## src/inc/lsg_defs.svh

```systemverilog
`ifndef LSG_DEFS_SVH
`define LSG_DEFS_SVH

`define LSG_CHANNELS     8
`define LSG_GAIN_BITS    7
`define LSG_CFG_BITS     8
`define LSG_SYNC_STAGES  3
`define LSG_SCLK_DIV     2
`define LSG_SEQ_CLKS     2
`define LSG_GAIN_RESET   8'h40
`define LSG_SR_RESET     8'h00

`endif

```

## src/inc/lsg_pkg.sv

```systemverilog
package lsg_pkg;
   typedef enum logic [1:0]
   {
      LSG_NORMAL = 2'b00,
      LSG_GAIN   = 2'b01
   } lsg_mode_e;

   typedef enum logic [2:0]
   {
      LSG_H_IDLE  = 3'b000,
      LSG_H_SEQ   = 3'b001,
      LSG_H_SHIFT = 3'b010,
      LSG_H_STRB  = 3'b011,
      LSG_H_DONE  = 3'b100
   } lsg_host_st_e;
endpackage

```

## src/inc/lsg_if.sv

```systemverilog
interface lsg_if;
   logic serial_in;
   logic sclk;
   logic latch_strobe;
   logic output_blank_n;
   logic serial_out;

   modport ctrl (output serial_in, output sclk, output latch_strobe,
                 output output_blank_n, input serial_out);
   modport drv  (input serial_in, input sclk, input latch_strobe,
                 input output_blank_n, output serial_out);
endinterface

```

## src/rtl/lsg_driver.sv

```systemverilog
`include "lsg_defs.svh"
module lsg_driver #(
   parameter int CH       = `LSG_CHANNELS,
   parameter int SEQ_CLKS = `LSG_SEQ_CLKS  // clocks counted for a sequence
)(
   input  wire logic          ref_clk_i,    // system clock
   input  wire logic          reset_n_i,    // async reset, low
   lsg_if.drv                 link,         // pins from controller
   output logic [CH-1:0]      sinks_on_o,   // channel sink on, high
   output logic [CH-1:0]      latch_o,      // display latch contents
   output logic [`LSG_CFG_BITS-1:0] gain_o, // gain setting latch
   output logic               gain_mode_o   // high in gain mode
);
   ////////////////////////////////////////////////////////////////////
   // three-stage synchronisers; change valid when stages 2 and 3 agree
   logic [`LSG_SYNC_STAGES-1:0] s_clk_q, s_din_q, s_le_q, s_oe_q;
   logic clk_f_q, din_f_q, le_f_q, oe_f_q;

   always_ff @(posedge ref_clk_i or negedge reset_n_i)
   begin
      if (!reset_n_i)
      begin
         s_clk_q <= '0;
         s_din_q <= '0;
         s_le_q  <= '0;
         s_oe_q  <= '1;
      end
      else
      begin
         s_clk_q <= {s_clk_q[1:0], link.sclk};
         s_din_q <= {s_din_q[1:0], link.serial_in};
         s_le_q  <= {s_le_q[1:0],  link.latch_strobe};
         s_oe_q  <= {s_oe_q[1:0],  link.output_blank_n};
      end
   end

   // filtered levels: take a new value only when stages agree
   always_ff @(posedge ref_clk_i or negedge reset_n_i)
   begin
      if (!reset_n_i)
      begin
         clk_f_q <= 1'b0;
         din_f_q <= 1'b0;
         le_f_q  <= 1'b0;
         oe_f_q  <= 1'b1;
      end
      else
      begin
         if (s_clk_q[1] == s_clk_q[2]) clk_f_q <= s_clk_q[2];
         if (s_din_q[1] == s_din_q[2]) din_f_q <= s_din_q[2];
         if (s_le_q[1] == s_le_q[2])   le_f_q  <= s_le_q[2];
         if (s_oe_q[1] == s_oe_q[2])   oe_f_q  <= s_oe_q[2];
      end
   end

   // data lags clock filter by one stage, so sample current data
   logic clk_rise, le_rise, le_fall;
   logic clk_d;
   assign clk_d   = (s_clk_q[1] == s_clk_q[2]) ? s_clk_q[2] : clk_f_q;
   assign clk_rise = clk_d & ~clk_f_q;
   logic le_d;
   assign le_d    = (s_le_q[1] == s_le_q[2]) ? s_le_q[2] : le_f_q;
   assign le_rise = le_d & ~le_f_q;
   assign le_fall = ~le_d & le_f_q;

   ////////////////////////////////////////////////////////////////////
   // shift register, runs in every mode
   logic [CH-1:0] shift_q;

   always_ff @(posedge ref_clk_i or negedge reset_n_i)
   begin
      if (!reset_n_i)
         shift_q <= CH'(`LSG_SR_RESET);
      else if (clk_rise)
         shift_q <= {shift_q[CH-2:0], din_f_q};
   end

   assign link.serial_out = shift_q[CH-1];

   ////////////////////////////////////////////////////////////////////
   // mode sequencer: entry is strobe pulse with blank high and
   // SEQ_CLKS clock rises while strobe is high; exit the same with
   // blank low. plain strobes never carry clock edges in normal use,
   // which keeps the legacy protocol safe.
   lsg_pkg::lsg_mode_e mode_q;
   logic [3:0]         seq_cnt_q;
   logic               seq_blank_q;

   always_ff @(posedge ref_clk_i or negedge reset_n_i)
   begin
      if (!reset_n_i)
         seq_cnt_q <= '0;
      else if (le_rise)
         seq_cnt_q <= '0;
      else if (le_f_q && clk_rise && seq_cnt_q != 4'hf)
         seq_cnt_q <= seq_cnt_q + 4'h1;
   end

   // blank level taken at clock rises inside the strobe; a blank that
   // moved together with the strobe has cleared its filter by then
   always_ff @(posedge ref_clk_i or negedge reset_n_i)
   begin
      if (!reset_n_i)
         seq_blank_q <= 1'b0;
      else if (le_f_q && clk_rise)
         seq_blank_q <= oe_f_q;
   end

   logic seq_hit;
   assign seq_hit = le_fall && (seq_cnt_q == 4'(SEQ_CLKS));

   always_ff @(posedge ref_clk_i or negedge reset_n_i)
   begin
      if (!reset_n_i)
         mode_q <= lsg_pkg::LSG_NORMAL;
      else
      begin
         case (mode_q)
            lsg_pkg::LSG_NORMAL:
               if (seq_hit && seq_blank_q)
                  mode_q <= lsg_pkg::LSG_GAIN;
            lsg_pkg::LSG_GAIN:
               if (seq_hit && !seq_blank_q)
                  mode_q <= lsg_pkg::LSG_NORMAL;
            default:
               mode_q <= lsg_pkg::LSG_NORMAL;
         endcase
      end
   end

   assign gain_mode_o = (mode_q == lsg_pkg::LSG_GAIN);

   ////////////////////////////////////////////////////////////////////
   // display latch: transparent while strobe high, normal mode only
   logic [CH-1:0] latch_q;

   always_ff @(posedge ref_clk_i or negedge reset_n_i)
   begin
      if (!reset_n_i)
         latch_q <= '0;
      else if (mode_q == lsg_pkg::LSG_NORMAL && le_f_q)
         latch_q <= shift_q;
      // low strobe or gain mode: hold
   end

   assign latch_o = latch_q;

   ////////////////////////////////////////////////////////////////////
   // gain latch: strobe pulse end in gain mode loads shift contents;
   // the sequence pulse itself is excluded so exit keeps the code
   logic [`LSG_CFG_BITS-1:0] gain_q;

   always_ff @(posedge ref_clk_i or negedge reset_n_i)
   begin
      if (!reset_n_i)
         gain_q <= `LSG_GAIN_RESET;
      else if (gain_mode_o && le_fall && !seq_hit)
         gain_q <= shift_q[`LSG_CFG_BITS-1:0];
   end

   // low 7 bits step the 0.5..2 gain in 128 steps
   assign gain_o = gain_q;

   ////////////////////////////////////////////////////////////////////
   // blanking identical in both modes; registered output
   always_ff @(posedge ref_clk_i or negedge reset_n_i)
   begin
      if (!reset_n_i)
         sinks_on_o <= '0;
      else
         sinks_on_o <= oe_f_q ? '0 : latch_q;
   end
endmodule
```

## src/flat_wrapper.sv

```systemverilog
// flat-port wrapper written by rule: the top's interface ports become plain ports
module lsg_driver_flat 
#(
   parameter int CH       = `LSG_CHANNELS,
   parameter int SEQ_CLKS = `LSG_SEQ_CLKS                                  
)
  (ref_clk_i, reset_n_i, sinks_on_o, latch_o, gain_o, gain_mode_o, link_serial_in, link_sclk, link_latch_strobe, link_output_blank_n, link_serial_out);
  lsg_if link_i ();
  input  wire logic ref_clk_i;
  input  wire logic reset_n_i;
  output logic [CH-1:0] sinks_on_o;
  output logic [CH-1:0] latch_o;
  output logic [`LSG_CFG_BITS-1:0] gain_o;
  output logic gain_mode_o;
  input wire logic [$bits(link_i.serial_in)-1:0] link_serial_in;
  input wire logic [$bits(link_i.sclk)-1:0] link_sclk;
  input wire logic [$bits(link_i.latch_strobe)-1:0] link_latch_strobe;
  input wire logic [$bits(link_i.output_blank_n)-1:0] link_output_blank_n;
  output wire logic [$bits(link_i.serial_out)-1:0] link_serial_out;
  assign link_i.serial_in = link_serial_in;
  assign link_i.sclk = link_sclk;
  assign link_i.latch_strobe = link_latch_strobe;
  assign link_i.output_blank_n = link_output_blank_n;
  assign link_serial_out = link_i.serial_out;
  lsg_driver #(.CH(CH), .SEQ_CLKS(SEQ_CLKS)) u_core (.ref_clk_i(ref_clk_i), .reset_n_i(reset_n_i), .link(link_i), .sinks_on_o(sinks_on_o), .latch_o(latch_o), .gain_o(gain_o), .gain_mode_o(gain_mode_o));
endmodule
```

## config.mk

```make
export PLATFORM = sky130hd
export DESIGN_NAME = lsg_driver_flat
export DESIGN_NICKNAME = d
export VERILOG_FILES = /design/src/inc/lsg_pkg.sv /design/src/inc/lsg_if.sv /design/src/rtl/lsg_driver.sv /design/src/flat_wrapper.sv
export VERILOG_INCLUDE_DIRS = /design/src /design/src/inc
export SDC_FILE = /design/constraint.sdc
export NUM_CORES = 1
export LEC_CHECK = 0
export ABC_AREA = 1
export BUFFER_PORTS_ARGS = -buffer_cell sky130_fd_sc_hd__buf_2
export CORE_UTILIZATION = 45
export CTS_BUF_LIST = sky130_fd_sc_hd__clkbuf_8
export DETAILED_ROUTE_END_ITERATION = 10
export PLACE_DENSITY_LB_ADDON = 0.25
export SLEW_MARGIN = 20
export SYNTH_ARGS = -nofsm -noshare
export SYNTH_HDL_FRONTEND = slang
export SYNTH_SLANG_ARGS = --single-unit
```

## constraint.sdc

```tcl
create_clock -name ref_clk_i -period 3 [get_ports ref_clk_i]
set_input_delay 0.6 -clock ref_clk_i [delete_from_list [all_inputs] [get_ports ref_clk_i]]
set_output_delay 0.6 -clock ref_clk_i [all_outputs]
set_load 0.03 [all_outputs]
```

==> flow_summary.yaml <==
finish:
  layout.cells.most_common: "dfrtp_1"
  final_nets: 233
  antenna_cells: 0
  final_area_mm2: 0.00231
  seq_area_mm2: 0.00136
  drive_above_1_share: 0.239
  final_core_util: 0.530
  n_fill_cell: 399
  syn2layout_area_growth_pct: 13.3
  multiInputGateArea_um2: 547
  final_cell_mix: "dfrtp_1, nand2_1, buf_2"
place:
  gp_congestion: 0.769
  post-dp-hpwl_um: 2310
  numPortBuffers: 31
  placedInstanceArea_mm2: 0.00223
clocking:
  clk_pin_slew_ns: 0.09
  cts_resized: 0
  cts_root_buf: "clkbuf_8"
  clk_latency_ns: 0.30
  cts.sink_count: 54
  cts_buffer_depth: 2
  cts_made_buffers: 5
  postCtsSetupBuffers: 0
  cts_tree: "built"
  postCtsHoldBufs: 0
  htree_num_levels: 2
timing:
  finalSetupViolCount: 0
  drv_slew: 0
  finalHoldViolations: 0
  period_share: 0.571
  maxSlewHeadroom: 0.560
  max_freq_ghz: 0.583
  finalSetupTns_ns: 0
  worst_pin_slew_ns: 0.660
  finalHoldWorstSlack_ns: 0.214
  period_minus_slack_ns: 1.71
  rsz0062_at_grt: "no"
  skew_ns: 0.00721
die:
  dieArea_mm2: 0.00480
  core_mm2: 0.00435
  die_h_um: 69.3
  initial_utilization: 0.468
  io_pins: 32
  die_w_um: 69.3
  rows: 24
logic_synthesis:
  ys_seq_area_frac: 0.666
  synth_cells: 190
  synth_seq_cells: 54
  synthTopCellsByArea: "dfrtp_1, nand2_1, dfstp_2, inv_1, nand4_1"
  yosys_most_used_dff: "dfrtp_1"
  synthArstFlopShare: 1.00
  yosysWarningCount: 0
  syn_area_per_cell_um2: 10.7
  yosysUniqueCellTypes: 24
  synth_area_mm2: 0.00204
  syn-num-nets: 198
  synth.top_cell.area_share: 0.602
  synth_top_cell_by_area: "dfrtp_1"
  synth-edff-count: 0
setup_path:
  cp-startpoint: "u_core.mode_q[0]"
  required_ns: 2.40
  cp-start-kind: "register"
  endpoint_kind: "output pin"
  arrival_ns: 1.11
  cpPeakStageDelay_ns: 0.54
  slowest_stage: "dfrtp_1"
  worstSetupPathType: "reg2out"
  crit_fanout: 12
  worstReg2RegStart: "u_core.s_clk_q[1]"
  rrSetupSlack_ns: 1.50
  crit_buf_inv: 1
  critPathTopFamily: "flip-flops"
  cp_cell_sequence: "buf_2"
grt:
  grt_usage: 0.153
  grt_max_degree: 23
  grt_overflow_total: 0
  antenna_found_initial: 0
  first_global_vias: 1263
  grt_pass1_wl_um: 5710
routing:
  drt-initial-drc-count: 77
  wire_per_inst_um: 11.9
  drc: 0
  drtAntennaViolNets: 0
  routed_wl_um: 3300
  first_pass_iters: 4
  viasPerCell: 4.90
  num_vias: 1362
power:
  powerDensity_mw_per_mm2: 727
  p_leak_nw: 1.23
  ir_worst_vdd_mv: 0.329
run:
  cap_violations: 0
outcome:
  status: "finished, final reports clean"
hold_path:
  hold_path_class: "in2async"
-- per-stage QoR --
step / worst slack [ns] / power (mW) / std cells
after floorplan: 1.71 / 1.22 / 190
after global placement: 1.56 / 1.33 / 270
after detailed placement: 1.52 / 1.33 / 270
after CTS: 1.28 / 1.71 / 278
after global routing: 1.21 / 1.79 / 278
final: 1.29 / 1.68 / 278
-- registers in the layout, indices dropped and copies added, names as in the netlist --
signal	flops
u_core.clk_f_q	1
u_core.din_f_q	1
u_core.gain_o	8
u_core.latch_o	8
u_core.le_f_q	1
u_core.mode_q	1
u_core.oe_f_q	1
u_core.s_clk_q	3
u_core.s_din_q	3
u_core.s_le_q	3
u_core.s_oe_q	3
u_core.seq_blank_q	1
u_core.seq_cnt_q	4
u_core.shift_q	8
u_core.sinks_on_o	8
-- metal layers --
metal  global-route usage  vias to the layer above  routed length (um)
li1                     -                      676                   -
met1                0.190                      656                1510
met2                0.245                       25                1580
met3               0.0480                        5                 140
met4               0.0680                        0                  63
met5                    0                        -                   0
-- path summary, 6_finish.rpt --
kind | cells past startpoint | endpoint
worst max-delay path | 1 | gain_mode_o
worst min-delay path | 1 | u_core.sinks_on_o[3]
worst max register to register | 5 | u_core.seq_cnt_q[1]
worst min register to register | 0 | u_core.s_clk_q[1]
max in group asynchronous | 2 | u_core.shift_q[1]
min in group ref_clk_i | 0 | u_core.s_clk_q[1]
-- synth_stat cells, types with 2 or more instances --
cell type	instances
dfrtp_1	49
nand2_1	43
inv_1	22
nand3_1	13
nand4_1	11
nor2_1	11
o21ai_0	10
o21ai_2	7
dfstp_2	5
a21oi_1	2
clkbuf_1	2
ha_1	2
maj3_1	2
-- power by group --
part	switching (mW)	internal, mW
clock	0.213	0.156
sequential	0.0845	0.845
combinational	0.271	0.110
total	0.568	1.11
-- logic make-up after synthesis --
family | synth area share
xor+xnor | 0.00430
flops | 0.666
compound gates | 0.0638
fa+ha+maj | 0.0221
simple gates | 0.178
buf+inv | 0.0657
-- area by class of cell --
| type | instances | area share |
|---|---|---|
| sequential | 54 | 0.588 |
| tap | 52 | 0.0282 |
| timing repair buffer | 33 | 0.0737 |
| clock buffer | 5 | 0.0298 |
| multi-input combinational | 107 | 0.237 |
| clock inverter | 3 | 0.00488 |
| inverter | 24 | 0.0390 |
Note: power is estimated with default switching activity, not from simulation.
